--- src/shared/irq_ctrl_pkg.sv ---
// Constants for the two-level interrupt controller
package irq_ctrl_pkg;

  localparam int NUM_SRC = 11;

  // Source index is the polling rank, 0 polled first
  localparam int SRC_PSM = 0;
  localparam int SRC_WDT = 1;
  localparam int SRC_EXT0 = 2;
  localparam int SRC_ADC = 3;
  localparam int SRC_T0 = 4;
  localparam int SRC_EXT1 = 5;
  localparam int SRC_T1 = 6;
  localparam int SRC_SER = 7;
  localparam int SRC_UART = 8;
  localparam int SRC_T2 = 9;
  localparam int SRC_TIC = 10;

  localparam logic [7:0] ADDR_ENABLE = 8'ha8;
  localparam logic [7:0] ADDR_PRIORITY = 8'hb8;
  localparam logic [7:0] ADDR_SECONDARY = 8'ha9;

  localparam logic [7:0] RESET_ENABLE = 8'h00;
  localparam logic [7:0] RESET_PRIORITY = 8'h00;
  localparam logic [7:0] RESET_SECONDARY = 8'ha0;

  // Enable / priority register fields
  localparam int BIT_GLOBAL = 7;
  localparam int BIT_ADC = 6;
  localparam int BIT_T2 = 5;
  localparam int BIT_UART = 4;
  localparam int BIT_T1 = 3;
  localparam int BIT_EXT1 = 2;
  localparam int BIT_T0 = 1;
  localparam int BIT_EXT0 = 0;
  localparam int BIT_PRI_RSVD = 7;

  // Secondary register fields
  localparam int BIT_TIC_PRI = 6;
  localparam int BIT_PSM_PRI = 5;
  localparam int BIT_SER_PRI = 4;
  localparam int BIT_TIC_EN = 2;
  localparam int BIT_PSM_EN = 1;
  localparam int BIT_SER_EN = 0;

  localparam logic [15:0] VEC_EXT0 = 16'h0003;
  localparam logic [15:0] VEC_T0 = 16'h000b;
  localparam logic [15:0] VEC_EXT1 = 16'h0013;
  localparam logic [15:0] VEC_T1 = 16'h001b;
  localparam logic [15:0] VEC_UART = 16'h0023;
  localparam logic [15:0] VEC_T2 = 16'h002b;
  localparam logic [15:0] VEC_ADC = 16'h0033;
  localparam logic [15:0] VEC_SER = 16'h003b;
  localparam logic [15:0] VEC_PSM = 16'h0043;
  localparam logic [15:0] VEC_TIC = 16'h0053;
  localparam logic [15:0] VEC_WDT = 16'h005b;

endpackage

--- src/core/irq_ctrl.sv ---
// Two-level interrupt controller with SFR register port
`timescale 1ns/1ns
module irq_ctrl
  import irq_ctrl_pkg::*;
(
  input wire logic sys_clk,
  input wire logic reset,
  // SFR byte access
  input wire logic [7:0] sfr_addr,
  input wire logic sfr_wr,
  input wire logic sfr_rd,
  input wire logic [7:0] sfr_wdata,
  output logic [7:0] sfr_rdata,
  // SFR bit access
  input wire logic bit_wr,
  input wire logic [7:0] bit_addr,
  input wire logic bit_wdata,
  // Source requests, levels from on-chip logic
  input wire logic supply_monitor_irq,
  input wire logic watchdog_irq,
  input wire logic ext_irq0_request,
  input wire logic adc_done_irq,
  input wire logic timer0_overflow,
  input wire logic ext_irq1_request,
  input wire logic timer1_overflow,
  input wire logic serial_sync_irq,
  input wire logic uart_rx_tx_irq,
  input wire logic timer2_irq,
  input wire logic interval_timer_irq,
  // Core side
  output logic irq_req,
  output logic [15:0] irq_vector,
  output logic [3:0] irq_source,
  output logic irq_level_high,
  input wire logic irq_ack,
  input wire logic irq_return,
  output logic active_high,
  output logic active_low
);

  logic [7:0] enable_reg;
  logic [7:0] priority_reg;
  logic [7:0] secondary_reg;
  logic [7:0] enable_next;
  logic [7:0] priority_next;
  logic [7:0] secondary_next;
  logic [7:0] rdata_next;
  logic active_high_reg;
  logic active_low_reg;
  logic act_high_next;
  logic act_low_next;
  logic irq_req_reg;
  logic [15:0] vector_reg;
  logic [3:0] source_reg;
  logic level_reg;
  logic req_next;
  logic level_next;
  logic [3:0] source_next;

  // Byte decode, bit decode on the bit-addressable rows
  wire wr_enable = sfr_wr && (sfr_addr == ADDR_ENABLE);
  wire wr_priority = sfr_wr && (sfr_addr == ADDR_PRIORITY);
  wire wr_secondary = sfr_wr && (sfr_addr == ADDR_SECONDARY);
  wire bit_enable = bit_wr && (bit_addr[7:3] == ADDR_ENABLE[7:3]);
  wire bit_priority = bit_wr && (bit_addr[7:3] == ADDR_PRIORITY[7:3]);
  wire [2:0] bit_sel = bit_addr[2:0];

  // Bit writes touch one bit only
  function automatic logic [7:0] set_bit(input logic [7:0] v,
    input logic [2:0] idx, input logic b);
    logic [7:0] r;
    r = v;
    r[idx] = b;
    return r;
  endfunction

  assign enable_next = wr_enable ? sfr_wdata :
    bit_enable ? set_bit(enable_reg, bit_sel, bit_wdata) : enable_reg;
  assign priority_next = wr_priority ? sfr_wdata :
    bit_priority ? set_bit(priority_reg, bit_sel, bit_wdata) :
    priority_reg;
  // Bit 3 stored as written; software keeps it clear
  assign secondary_next = wr_secondary ? sfr_wdata : secondary_reg;

  wire [7:0] priority_view = {1'b0, priority_reg[6:0]};
  assign rdata_next = (sfr_addr == ADDR_ENABLE) ? enable_reg :
    (sfr_addr == ADDR_PRIORITY) ? priority_view :
    (sfr_addr == ADDR_SECONDARY) ? secondary_reg : 8'h00;

  // Request vector in polling rank order
  wire [NUM_SRC-1:0] src_req;
  assign src_req[SRC_PSM] = supply_monitor_irq;
  assign src_req[SRC_WDT] = watchdog_irq;
  assign src_req[SRC_EXT0] = ext_irq0_request;
  assign src_req[SRC_ADC] = adc_done_irq;
  assign src_req[SRC_T0] = timer0_overflow;
  assign src_req[SRC_EXT1] = ext_irq1_request;
  assign src_req[SRC_T1] = timer1_overflow;
  assign src_req[SRC_SER] = serial_sync_irq;
  assign src_req[SRC_UART] = uart_rx_tx_irq;
  assign src_req[SRC_T2] = timer2_irq;
  assign src_req[SRC_TIC] = interval_timer_irq;

  // Per-source enables; watchdog has no enable bit
  wire [NUM_SRC-1:0] src_en;
  assign src_en[SRC_PSM] = secondary_reg[BIT_PSM_EN];
  assign src_en[SRC_WDT] = 1'b1;
  assign src_en[SRC_EXT0] = enable_reg[BIT_EXT0];
  assign src_en[SRC_ADC] = enable_reg[BIT_ADC];
  assign src_en[SRC_T0] = enable_reg[BIT_T0];
  assign src_en[SRC_EXT1] = enable_reg[BIT_EXT1];
  assign src_en[SRC_T1] = enable_reg[BIT_T1];
  assign src_en[SRC_SER] = secondary_reg[BIT_SER_EN];
  assign src_en[SRC_UART] = enable_reg[BIT_UART];
  assign src_en[SRC_T2] = enable_reg[BIT_T2];
  assign src_en[SRC_TIC] = secondary_reg[BIT_TIC_EN];

  // Per-source level; watchdog has no priority bit and stays low
  wire [NUM_SRC-1:0] src_pri;
  assign src_pri[SRC_PSM] = secondary_reg[BIT_PSM_PRI];
  assign src_pri[SRC_WDT] = 1'b0;
  assign src_pri[SRC_EXT0] = priority_reg[BIT_EXT0];
  assign src_pri[SRC_ADC] = priority_reg[BIT_ADC];
  assign src_pri[SRC_T0] = priority_reg[BIT_T0];
  assign src_pri[SRC_EXT1] = priority_reg[BIT_EXT1];
  assign src_pri[SRC_T1] = priority_reg[BIT_T1];
  assign src_pri[SRC_SER] = secondary_reg[BIT_SER_PRI];
  assign src_pri[SRC_UART] = priority_reg[BIT_UART];
  assign src_pri[SRC_T2] = priority_reg[BIT_T2];
  assign src_pri[SRC_TIC] = secondary_reg[BIT_TIC_PRI];

  wire [NUM_SRC-1:0] eligible =
    src_req & src_en & {NUM_SRC{enable_reg[BIT_GLOBAL]}};
  wire [NUM_SRC-1:0] cand_high = eligible & src_pri;
  wire [NUM_SRC-1:0] cand_low = eligible & ~src_pri;

  // Level bookkeeping; the next state feeds arbitration so an
  // accepted request does not show up again one cycle late
  always_comb begin
    act_high_next = active_high_reg;
    act_low_next = active_low_reg;
    if (irq_return) begin
      if (active_high_reg) begin
        act_high_next = 1'b0;
      end else begin
        act_low_next = 1'b0;
      end
    end
    if (irq_ack && irq_req_reg) begin
      if (level_reg) begin
        act_high_next = 1'b1;
      end else begin
        act_low_next = 1'b1;
      end
    end
  end

  // Rank chain per level: a source wins when no earlier rank asks;
  // the chain carries the winner's code, so no encoder loop is needed
  wire [NUM_SRC:0] high_seen;
  wire [NUM_SRC:0] low_seen;
  wire [3:0] high_code [NUM_SRC+1];
  wire [3:0] low_code [NUM_SRC+1];
  assign high_seen[0] = 1'b0;
  assign low_seen[0] = 1'b0;
  assign high_code[0] = 4'h0;
  assign low_code[0] = 4'h0;
  for (genvar g = 0; g < NUM_SRC; g = g + 1) begin : g_rank
    wire high_win = cand_high[g] && !high_seen[g];
    wire low_win = cand_low[g] && !low_seen[g];
    assign high_seen[g+1] = high_seen[g] || cand_high[g];
    assign low_seen[g+1] = low_seen[g] || cand_low[g];
    assign high_code[g+1] = high_win ? 4'(g) : high_code[g];
    assign low_code[g+1] = low_win ? 4'(g) : low_code[g];
  end
  wire [3:0] high_pick = high_code[NUM_SRC];
  wire [3:0] low_pick = low_code[NUM_SRC];

  wire high_ok = !act_high_next && (|cand_high);
  wire low_ok = !act_high_next && !act_low_next && (|cand_low);

  always_comb begin
    req_next = 1'b0;
    level_next = 1'b0;
    source_next = 4'h0;
    if (high_ok) begin
      req_next = 1'b1;
      level_next = 1'b1;
      source_next = high_pick;
    end else if (low_ok) begin
      req_next = 1'b1;
      source_next = low_pick;
    end
  end

  function automatic logic [15:0] vector_of(input logic [3:0] s);
    logic [15:0] r;
    r = VEC_EXT0;
    case (s)
      4'(SRC_PSM): r = VEC_PSM;
      4'(SRC_WDT): r = VEC_WDT;
      4'(SRC_EXT0): r = VEC_EXT0;
      4'(SRC_ADC): r = VEC_ADC;
      4'(SRC_T0): r = VEC_T0;
      4'(SRC_EXT1): r = VEC_EXT1;
      4'(SRC_T1): r = VEC_T1;
      4'(SRC_SER): r = VEC_SER;
      4'(SRC_UART): r = VEC_UART;
      4'(SRC_T2): r = VEC_T2;
      4'(SRC_TIC): r = VEC_TIC;
      default: r = VEC_EXT0;
    endcase
    return r;
  endfunction

  always_ff @(posedge sys_clk) begin
    if (reset) begin
      enable_reg <= RESET_ENABLE;
      priority_reg <= RESET_PRIORITY;
      secondary_reg <= RESET_SECONDARY;
      sfr_rdata <= 8'h00;
    end else begin
      enable_reg <= enable_next;
      priority_reg <= priority_next;
      secondary_reg <= secondary_next;
      sfr_rdata <= sfr_rd ? rdata_next : sfr_rdata;
    end
  end

  // Core pushes PC on irq_ack and jumps to irq_vector
  always_ff @(posedge sys_clk) begin
    if (reset) begin
      active_high_reg <= 1'b0;
      active_low_reg <= 1'b0;
      irq_req_reg <= 1'b0;
      vector_reg <= 16'h0000;
      source_reg <= 4'h0;
      level_reg <= 1'b0;
    end else begin
      active_high_reg <= act_high_next;
      active_low_reg <= act_low_next;
      irq_req_reg <= req_next;
      vector_reg <= vector_of(source_next);
      source_reg <= source_next;
      level_reg <= level_next;
    end
  end

  assign irq_req = irq_req_reg;
  assign irq_vector = vector_reg;
  assign irq_source = source_reg;
  assign irq_level_high = level_reg;
  assign active_high = active_high_reg;
  assign active_low = active_low_reg;

endmodule

--- config.mk ---
export PLATFORM = sky130hd
export DESIGN_NAME = irq_ctrl
export DESIGN_NICKNAME = d
export VERILOG_FILES = /design/src/shared/irq_ctrl_pkg.sv /design/src/core/irq_ctrl.sv
export SDC_FILE = /design/constraint.sdc
export NUM_CORES = 1
export LEC_CHECK = 0
export ABC_AREA = 1
export BUFFER_PORTS_ARGS = -buffer_cell sky130_fd_sc_hd__buf_2
export CORE_UTILIZATION = 52
export DETAILED_ROUTE_END_ITERATION = 10
export PLACE_DENSITY = 0.8
export REMOVE_ABC_BUFFERS = 1
export SETUP_SLACK_MARGIN = 0.4
export SLEW_MARGIN = 20
export SYNTH_ARGS = -nofsm -noshare
export SYNTH_HDL_FRONTEND = slang
export SYNTH_SLANG_ARGS = --single-unit
--- constraint.sdc ---
create_clock -name sys_clk -period 1.9 [get_ports sys_clk]
set_input_delay 0.38 -clock sys_clk [delete_from_list [all_inputs] [get_ports sys_clk]]
set_output_delay 0.38 -clock sys_clk [all_outputs]
set_load 0.03 [all_outputs]
# Word-level counts from Yosys, hierarchy flattened
# Memories as Yosys holds them, arrays and structs flattened. A register that Yosys moved wholly into a read port is not among the register bits.
# Index checks and enable logic that the tools add are counted.
[op_classes] muxes=43 order_cmp=2 n_eq_ne=5 bitwise=5 n_reduce_logical=74
[op_table] op="8-bit two-way mux" count=7
[op_table] op="11-bit AND" count=4
[op_table] op="4-bit two-way mux" count=8
[op_table] op="1-bit logical AND" count=30
[op_table] op="8-bit == test (second input constant)" count=3
[op_table] op="3-bit two-way mux" count=8
[op_table] op="1-bit logical NOT" count=22
[op_table] op="11-bit OR reduction" count=2
[op_table] op="1-bit logical OR" count=18
[op_table] op="8-bit bitwise mux" count=2
[op_table] op="1-bit two-way mux" count=13
[op_table] op="11-bit inverter" count=1
[op_table] op="5-bit == test (second input constant)" count=2
[op_table] op="2-bit two-way mux" count=4
[op_table] op="3-bit by 4-bit < comparator with 1-bit output (second input constant)" count=1
[op_table] op="2-bit nonzero test" count=2
[op_table] op="1-bit demux with 3-bit select" count=1
[op_table] op="3-bit by 1-bit >= comparator with 1-bit output (second input constant)" count=1
[word_totals] regBits=56 mem_bits_ro=64 in_bits=43 wordCells=140 output_inout_bits=32 mem_count=1
[memory_table] name="(no name shown)" depth=16 word_bits=4 read_ports=1 rd_clocked_by_memory_dff=1 wr=0 line_no="irq_ctrl.sv:199" source="case (s)"

# Depth between registers and ports, before layout
# Gate-level depths: netlist of the first run.
[logic_depth] ltp_word=17 depth_mapped=14 depth_no_buf=14

# Least setup slack after synthesis of the first run
# No wires, ideal clock.
[synth_timing] kind="input-to-reg" startpoint="input sfr_addr[1]" endpoint="register priority_reg[0]" required_time_ns=1.783 setup_time_ns=0.117 path_buffers=1 slack_ns=0.262 t_arrival_ns=1.521 path_stages=7 cell_sequence="nor2_1 -> nand2_1 -> nor4_1 -> nand2_1 -> clkbuf_1 -> o21ai_0 -> nor2_1"
[synth_via] elab_chain_len=3 elab_cells_between_ends=4 cone_classes="eq/ne: 1; mux: 1; reduce/logical: 2"
[synth_rtl] item="start: declaration" line_no="irq_ctrl.sv:9" source="input wire logic [7:0] sfr_addr,"
[synth_rtl] item="8-bit == test *" line_no="irq_ctrl.sv:62" source="wire wr_priority = sfr_wr && (sfr_addr == ADDR_PRIORITY);"
[synth_rtl] item="1-bit logical AND *" line_no="irq_ctrl.sv:62"
[synth_rtl] item="8-bit two-way mux or 2-bit nonzero test (tied branches)"
[synth_rtl] item="end signal: assignment" line_no="irq_ctrl.sv:224" source="priority_reg <= priority_next;"
[synth_rtl] item="end: declaration" line_no="irq_ctrl.sv:42" source="logic [7:0] priority_reg;"
# Mark *: on every way between the ends. The rest lies on a longest branch, timed or not.
# A chain may end at the register's enable or synchronous reset.

# Final worst setup path of the first run
[layout_timing] startpoint="register enable_reg[7]" endpoint="register vector_reg[4], in the netlist irq_vector[4]"
[layout_via] elab_chain_len=16 elab_cells_between_ends=87 cone_classes="mux: 22; bitwise: 3; reduce/logical: 62"
[layout_rtl] item="start: declaration" line_no="irq_ctrl.sv:41" source="logic [7:0] enable_reg;"
[layout_rtl] item="start signal: assignment" line_no="irq_ctrl.sv:223" source="enable_reg <= enable_next;"
[layout_rtl] item="11-bit AND *" line_no="irq_ctrl.sv:133" source="src_req & src_en & {NUM_SRC{enable_reg[BIT_GLOBAL]}};"
[layout_rtl] item="11-bit AND" line_no="irq_ctrl.sv:135" source="wire [NUM_SRC-1:0] cand_low = eligible & ~src_pri;"
[layout_rtl] item="1-bit logical NOT or 1-bit logical OR (tied branches)" line_no="irq_ctrl.sv:170, irq_ctrl.sv:172"
[layout_rtl] item="1-bit logical AND (tied with other cells)" line_no="irq_ctrl.sv:170" source="wire low_win = cand_low[g] && !low_seen[g];"
[layout_rtl] item="1-bit two-way mux (tied with other cells)" line_no="irq_ctrl.sv:174" source="assign low_code[g+1] = low_win ? 4'(g) : low_code[g];"
[layout_rtl] item="2-bit two-way mux (tied with other cells) (2 in series)" line_no="irq_ctrl.sv:174"
[layout_rtl] item="3-bit two-way mux (tied with other cells) (4 in series)" line_no="irq_ctrl.sv:174"
[layout_rtl] item="4-bit two-way mux (tied with other cells)" line_no="irq_ctrl.sv:174"
[layout_rtl] item="4-bit two-way mux or 1-bit logical AND (tied branches)" line_no="irq_ctrl.sv:174, irq_ctrl.sv:170"
[layout_rtl] item="4-bit two-way mux" line_no="irq_ctrl.sv:174"
[layout_rtl] item="4-bit two-way mux" line_no="irq_ctrl.sv:190" source="end else if (low_ok) begin"
[layout_rtl] item="4-bit two-way mux *" line_no="irq_ctrl.sv:186" source="if (high_ok) begin"
[layout_rtl] item="end: declaration" line_no="irq_ctrl.sv:53" source="logic [15:0] vector_reg;"
# Marked as above.

==> implementation parameters, run 1 <==
Parameter                              Value

Drt
  Count of unresolved DRC violations after routing    0
  Number of iterations in the first detailed-routing pass    6
  Routed via count    3012
  Initial detailed-routing violation count    250
  Wirelength, routed    7660 µm
  Number of vias per cell after detailed routing    5.54
  Average wire per cell in the routed design    14.1 µm
  Remaining number of nets flagged by the antenna check after routing    0

Setup path
  Kind of end point of the critical path    register
  FF-to-FF Start    enable_reg[7]
  Slack of the worst reg-to-reg path    0.02 ns
  Capturing element of the worst setup path    irq_vector[4]
  Startpoint Class    register
  Reg-to-Reg End    irq_vector[4]
  Largest fanout on the critical path    6
  Required arrival time at the worst endpoint    2.09 ns
  Arrival time of the worst setup path    2.07 ns
  Register-to-Register Path Depth    12
  Crit path kind    reg -> reg
  Crit. Startpoint    enable_reg[7]

Clock network
  Number of buffers inserted during clock tree synthesis    5
  Clock-pin slew on the worst setup and hold paths    0.08 ns
  Buffer type at the clock tree root    sky130_fd_sc_hd__clkbuf_8
  H-tree depth    2
  Clock latency reported for the late side of the worst-skew pair    0.29 ns
  Hold-fix buffer count after cts    0
  CTS tree    yes
  Maximum root-to-sink buffer count    2
  Clk sinks    44

Floorplan
  Initial Utilization    54.9%
  Boundary pin count    75
  Area of the core region    4820 µm²
  Floorplan die width    73.3 µm
  Total die area    5380 µm²
  Die height    73.3 µm
  Row count    25

Timing
  Slew Viols, Final    0
  Share of the clock period used by the worst path after layout    99.1%
  Post-route clock skew    0.00399 ns
  Number of endpoints failing setup at the final stage    0
  Maximum achievable frequency    531 MHz
  Final critical-path required period    1.88 ns
  Worst setup margin    0.0166 ns
  Unrepaired setup endpoints after global routing    yes
  Final hold vios    0
  Setup Total Neg Slack    0 ns

Placement
  Global placer's final weighted congestion    0.928
  Port Buffer Count    64
  Post-detailed-placement half-perimeter wirelength    5570 µm
  Setup WS pre-CTS    0.0993 ns

Power
  Clock power share    35.8%
  Switching fraction of total power    25.2%
  Total power density per cell area    525 nW/µm²
  Net switching power    0.443 mW
  Reg power frac    53.3%
  Worst supply voltage drop on vdd    0.346 mV
  Proportion of power drawn by combinational gates    11.0%
  Leakage dissipation    1.63 nW
  Internal portion of total power    1.31 mW

Synthesis
  Netlist area before placement    2650 µm²
  Synthesized flop and latch total    44
  Number of standard cells after synthesis    397
  Fraction of the mapped netlist area in adder cells    0%
  Sequential fraction of the synthesis area    33.3%
  Predominant post-synthesis flop cell    sky130_fd_sc_hd__dfxtp_1
  Post-synthesis compound-gate area fraction    19.5%
  Multiplexer area fraction after synthesis    0%
  Parity-gate share of the synthesized area counting xor and xnor cells    0%
  Simple-gate share of the synthesized area    34.8%
  Count of flip-flops with a built-in enable after synthesis    0
  Async SR Flop Fraction    0%
  YS warnings    0
  Post-synthesis area per instance    6.67 µm²
  Combinational family with the most area after synthesis    simple AND/OR/NAND/NOR gates
  Number of distinct library cells after synthesis    37

Layout
  Area Growth Syn to Fin    26.5%
  Net count of the finished layout    520
  Share of layout cells above drive strength 1    28.7%
  Antenna diodes    0

Worst hold path
  Hold Crit Start    sfr_wdata[7]
  Worst Hold Class    in -> reg

Global route
  Overflow left after global routing    0
  Global-route wire length before repair    11500 µm
  Vias in the first global route    2516
  Global-route usage over all layers    27.9%
  Maximum number of pins on one net before global-route repair    23
  Antenna violations before repair    0

Flow run
  Max-Cap Viols    0

Outcome
  Result of the run    complete, no violations
-- power groups by stage --
stage          clock [mW]  combinational (mW)  sequential [mW]
3_3_place_gp            0               0.184            0.959
5_1_grt             0.668               0.210            0.938
2_1_floorplan           0              0.0706            0.981
3_5_place_dp            0               0.186            0.960
4_1_cts             0.634               0.187            0.938
6_report            0.628               0.193            0.937
-- per-layer routing --
metal / routed length, µm / vias to the layer above / part of all wire, % / GRT usage, %
met3: 637 / 29 / 8.3 / 4.66
met2: 3700 / 163 / 48 / 46.9
met1: 3050 / 1346 / 40 / 36.2
met4: 266 / 0 / 3.5 / 9.62
li1: - / 1474 / - / -
met5: 0 / - / 0 / 0
-- cell type report --
class	instances	area [µm²]
flip-flops and latches	44	886
repair buffers	85	533
multi-input cells	290	1550
clock buffers	7	96.3
inverters	51	194
well taps	67	83.8
fillers	438	1470
-- cells in the mapped netlist, types with 4 or more instances --
library cell / number / share of area, %
sky130_fd_sc_hd__nor2_2: 4 / 0.95
sky130_fd_sc_hd__nor3_1: 8 / 1.5
sky130_fd_sc_hd__nand3_1: 14 / 2.6
sky130_fd_sc_hd__nand4_2: 4 / 1.9
sky130_fd_sc_hd__o21ai_0: 33 / 6.2
sky130_fd_sc_hd__o211ai_1: 14 / 4.0
sky130_fd_sc_hd__nand2_1: 87 / 12
sky130_fd_sc_hd__dfxtp_1: 44 / 33
sky130_fd_sc_hd__buf_4: 12 / 3.4
sky130_fd_sc_hd__inv_1: 49 / 7.0
sky130_fd_sc_hd__nand2_2: 5 / 1.2
sky130_fd_sc_hd__nor2_1: 43 / 6.1
sky130_fd_sc_hd__nand4_1: 15 / 3.5
sky130_fd_sc_hd__a21oi_1: 25 / 4.7
sky130_fd_sc_hd__a31oi_1: 5 / 1.2
sky130_fd_sc_hd__clkbuf_1: 6 / 0.85
-- logic make-up after synthesis --
group | after synthesis
buffers and inverters | 72
AND/OR/NAND/NOR | 191
other | 1
AO/OA/AOI/OAI | 89
flip-flops | 44
-- cell usage in the layout, fill, tap and decap left out, drive strengths merged --
cell	n
o211ai	14
clkbuf	9
inv	51
a221o	1
nand4	20
o21ai	37
nor2	50
a211oi	2
o31ai	1
a21oi	27
conb	10
dfxtp	44
a41oi	1
nor3	8
nor4b	1
nor4	3
a31oi	5
o21bai	1
buf	83
nand3b	1
nand2	92
nand3	16
-- worst max-delay path, cell delays in order, from the launching register on --
cell,delay (ns)
sky130_fd_sc_hd__dfxtp_4,0.38
sky130_fd_sc_hd__clkbuf_16,0.15
sky130_fd_sc_hd__nand4_1,0.12
sky130_fd_sc_hd__nand2_1,0.16
sky130_fd_sc_hd__nor2_4,0.17
sky130_fd_sc_hd__nand4_4,0.15
sky130_fd_sc_hd__nor2_4,0.21
sky130_fd_sc_hd__buf_6,0.13
sky130_fd_sc_hd__a21oi_4,0.06
sky130_fd_sc_hd__nand2_1,0.07
sky130_fd_sc_hd__nor2_1,0.04
sky130_fd_sc_hd__nor2_1,0.09
sky130_fd_sc_hd__nor2_1,0.04
-- what timing repair did --
| action | in CTS | in global routing |
|---|---|---|
| setup endpoints to repair | 8 | 25 |
| resized for setup | 10 | 21 |
| pin swaps | 11 | 17 |
| cloned | 0 | 2 |
| buffers inserted | 5 | 5 |
-- worst min path at each step --
stage / endpoint / slack (ns) / cells after the start
final: secondary_reg[7] / 0.31 / 3
after floorplan: secondary_reg[7] / 0.43 / 2
after global routing: secondary_reg[7] / 0.33 / 3
after detailed placement: sfr_rdata[6] / 0.47 / 2
after global placement: sfr_rdata[6] / 0.46 / 2
after CTS: secondary_reg[7] / 0.32 / 3
-- metrics by stage --
stage	cell area (µm²)	total power, mW	utilization [%]	instances	hold WS (ns)
after floorplan	2550	1.05	-	385	0.430
after global placement	3030	1.14	62.9	525	0.457
after detailed placement	3030	1.15	62.9	525	0.467
after CTS	3200	1.76	66.3	537	0.316
after global routing	3350	1.82	69.5	544	0.327
final	3350	1.76	69.5	544	0.312
Power figures use the tool's default switching activity.
==> inputs of run 2 (changes only) <==
ABC_AREA = unset   (was 1)
==> implementation parameters, run 2 <==
Parameter                              Value

Outcome
  Result of the run    complete, but fails checks (was complete, no violations)
  Violations in the final reports    negative setup slack

Synthesis
  Most area-consuming cells after synthesis    sky130_fd_sc_hd__dfxtp_1 35%, sky130_fd_sc_hd__nor2_1 6.6%, sky130_fd_sc_hd__nand2_1 6.5% (was sky130_fd_sc_hd__dfxtp_1 33%, sky130_fd_sc_hd__nand2_1 12%, sky130_fd_sc_hd__inv_1 7.0%)
  Area share of the leading cell type in the synthesized netlist    34.6% (was 33.3%)
  Biggest area consumer among synthesized cells    sky130_fd_sc_hd__dfxtp_1 (unchanged)
  Netlist area before placement    2550 µm² (was 2650 µm²)
  Synthesized flop and latch total    44 (unchanged)
  Sequential fraction of the synthesis area    34.6% (was 33.3%)
  Async SR Flop Fraction    0% (unchanged)
  Number of standard cells after synthesis    318 (was 397)
  YS warnings    0 (unchanged)
  Count of flip-flops with a built-in enable after synthesis    0 (unchanged)
  Number of distinct library cells after synthesis    54 (was 37)
  Predominant post-synthesis flop cell    sky130_fd_sc_hd__dfxtp_1 (unchanged)
  Most instantiated cells after synthesis    45 x sky130_fd_sc_hd__nor2_1, 44 x sky130_fd_sc_hd__dfxtp_1, 44 x sky130_fd_sc_hd__nand2_1 (was 87 x sky130_fd_sc_hd__nand2_1, 49 x sky130_fd_sc_hd__inv_1, 44 x sky130_fd_sc_hd__dfxtp_1)
  Most common cell in the netlist    sky130_fd_sc_hd__nor2_1 (was sky130_fd_sc_hd__nand2_1)
  Post-synthesis area per instance    8.01 µm² (was 6.67 µm²)

Floorplan
  Area of the core region    4720 µm² (was 4820 µm²)
  Total die area    5180 µm² (was 5380 µm²)
  Die height    72.0 µm (was 73.3 µm)
  Row count    25 (unchanged)
  Initial Utilization    53.9% (was 54.9%)
  Boundary pin count    75 (unchanged)
  Floorplan die width    72.0 µm (was 73.3 µm)

Placement
  Placement Cell Area    3200 µm² (was 3030 µm²)
  Post-detailed-placement half-perimeter wirelength    5620 µm (was 5570 µm)
  Port Buffer Count    64 (unchanged)
  Setup WS pre-CTS    -0.182 ns (was 0.0993 ns)
  Global placer's final weighted congestion    0.907 (was 0.928)

Clock network
  Buffer type at the clock tree root    sky130_fd_sc_hd__clkbuf_8 (unchanged)
  Clk sinks    44 (unchanged)
  Clock latency reported for the late side of the worst-skew pair    0.32 ns (was 0.29 ns)
  CTS tree    yes (unchanged)
  Hold-fix buffer count after cts    0 (unchanged)
  Maximum root-to-sink buffer count    2 (unchanged)
  Clock-pin slew on the worst setup and hold paths    0.09 ns (was 0.08 ns)
  Number of buffers inserted during clock tree synthesis    5 (unchanged)
  H-tree depth    2 (unchanged)

Layout
  Fill count    253 (was 438)
  Commonest cells after routing, fill and taps aside    60 x sky130_fd_sc_hd__buf_2, 43 x sky130_fd_sc_hd__buf_4, 42 x sky130_fd_sc_hd__dfxtp_1 (was 78 x sky130_fd_sc_hd__nand2_1, 64 x sky130_fd_sc_hd__buf_2, 48 x sky130_fd_sc_hd__inv_1)
  Share of layout cells above drive strength 1    53.9% (was 28.7%)
  Area Growth Syn to Fin    55.8% (was 26.5%)
  Net count of the finished layout    476 (was 520)
  Summed area of non-filler cells in the final layout    3970 µm² (was 3350 µm²)
  Commonest non-fill, non-tap cell in the layout    sky130_fd_sc_hd__buf_2 (was sky130_fd_sc_hd__nand2_1)

Worst hold path
  Worst Hold Class    in -> reg (unchanged)

Flow run
  Max-Cap Viols    0 (unchanged)

Drt
  Wirelength, routed    9960 µm (was 7660 µm)
  Routed via count    3176 (was 3012)
  Initial detailed-routing violation count    267 (was 250)
  Number of iterations in the first detailed-routing pass    6 (unchanged)
  Remaining number of nets flagged by the antenna check after routing    0 (unchanged)
  Number of vias per cell after detailed routing    6.33 (was 5.54)
  Count of unresolved DRC violations after routing    0 (unchanged)
  Average wire per cell in the routed design    19.8 µm (was 14.1 µm)

Timing
  Slew Viols, Final    0 (unchanged)
  Final hold vios    0 (unchanged)
  Final critical-path required period    2.07 ns (was 1.88 ns)
  Post-route clock skew    0.0140 ns (was 0.00399 ns)
  Number of endpoints failing setup at the final stage    5 (was 0)
  Maximum achievable frequency    483 MHz (was 531 MHz)
  Share of the clock period used by the worst path after layout    109% (was 99.1%)
  Worst setup margin    -0.171 ns (was 0.0166 ns)
  Unrepaired setup endpoints after global routing    yes (unchanged)

Setup path
  Largest fanout on the critical path    9 (was 6)
  Required arrival time at the worst endpoint    2.16 ns (was 2.09 ns)
  Family with the most delay on the worst path    compound AO/OA/AOI/OAI gates (was simple AND/OR/NAND/NOR gates)
  Kind of end point of the critical path    register (unchanged)
  Startpoint Class    register (unchanged)
  Crit path cell chain    buf_12 > nand4b_1 > o21a_1 > a211oi_1 > o31a_2 > o311ai_4 > mux2_4 > nor2_2 (was clkbuf_16 > nand4_1 > nand2_1 > nor2_4 > nand4_4 > nor2_4 > buf_6 > a21oi_4 > nand2_1 > nor2_1 > nor2_1 > nor2_1)
  Master of the slowest instance on the critical path    sky130_fd_sc_hd__dfxtp_4 (unchanged)
  Arrival time of the worst setup path    2.33 ns (was 2.07 ns)
  CP max stage delay    0.38 ns (about the same)
  Crit path kind    reg -> reg (unchanged)
  Buffering stage count on the worst path with inverters included    1 (was 2)

Global route
  Global-route wire length before repair    12200 µm (was 11500 µm)
  Overflow left after global routing    0 (unchanged)
  Antenna violations before repair    1 (was 0)
  Maximum number of pins on one net before global-route repair    25 (was 23)
  Vias in the first global route    2565 (was 2516)
  Global-route usage over all layers    30.5% (was 27.9%)

Power
  Leakage dissipation    1.65 nW (was 1.63 nW)
  Total power density per cell area    488 nW/µm² (was 525 nW/µm²)
  Worst supply voltage drop on vdd    0.353 mV (was 0.346 mV)
  Design Power    1.93 mW (was 1.76 mW)
run 2: kinds of logic after synthesis:
kind of cell,count (synthesis),share of synthesized area [%]
AO/OA/AOI/OAI,65,19.4
adder cells (fa/ha/maj),1,0.393
other,1,0.147
flip-flops,44,34.6
XOR/XNOR,1,0.344
multiplexers,9,3.73
AND/OR/NAND/NOR,168,34.5
buffers and inverters,29,6.88
run 2: final timing paths:
check	start	endpoint	slack (ns)	cells after the start
max	enable_reg[7]	irq_vector[5]	-0.17	8
min	sfr_wdata[6]	secondary_reg[6]	0.34	3
min reg2reg	sfr_rdata[4]	sfr_rdata[4]	0.49	2
max reg2reg	enable_reg[7]	irq_vector[5]	-0.17	8
run 2: worst min-delay path: stages:
cell and delay [ns]:
sky130_fd_sc_hd__buf_2 0.14, sky130_fd_sc_hd__nand3_4 0.06, sky130_fd_sc_hd__a21oi_2 0.04
run 2: repair_timing:
item | 4_1_cts | 5_1_grt
pin swaps | 17 | 32
hold endpoints to repair | 0 | 0
gates cloned | 0 | 1
buffers inserted | 4 | 8
resized for setup | 32 | 95
endpoints found under the setup margin | 28 | 39
run 2: metrics by stage:
step                      util (%)  instances  setup TNS (ns)  hold WS, ns
after floorplan                  -        302          -0.975        0.431
final                         84.0        502          -0.506        0.342
after detailed placement      67.8        480          -0.713        0.460
after global routing          84.0        502           -1.01        0.349
after CTS                     73.8        492          -0.273        0.340
after global placement        67.8        480          -0.517        0.448
run 2: area by class of cell:
cell class	instances	area, µm²	area share [%]
multi-input cells	254	1980	49.9
repair buffers	124	890	22.4
flip-flops and latches	44	886	22.3
well taps	67	83.8	2.11
clock buffers	5	68.8	1.73
clock inverters	3	42.5	1.07
inverters	4	15.0	0.378
diodes	1	2.50	0.0631
run 2: per-layer routing:
metal  track usage, %  share of wire, %
met1             35.0                38
met2             53.2                48
met5                0                 0
met3             6.94               8.5
met4             15.3               5.5
run 2: power breakdown:
group	internal (mW)	leakage [nW]	switching, mW	total [mW]
clock network	0.389	0.0541	0.348	0.738
logic	0.0813	1.24	0.178	0.259
registers	0.931	0.357	0.00676	0.937
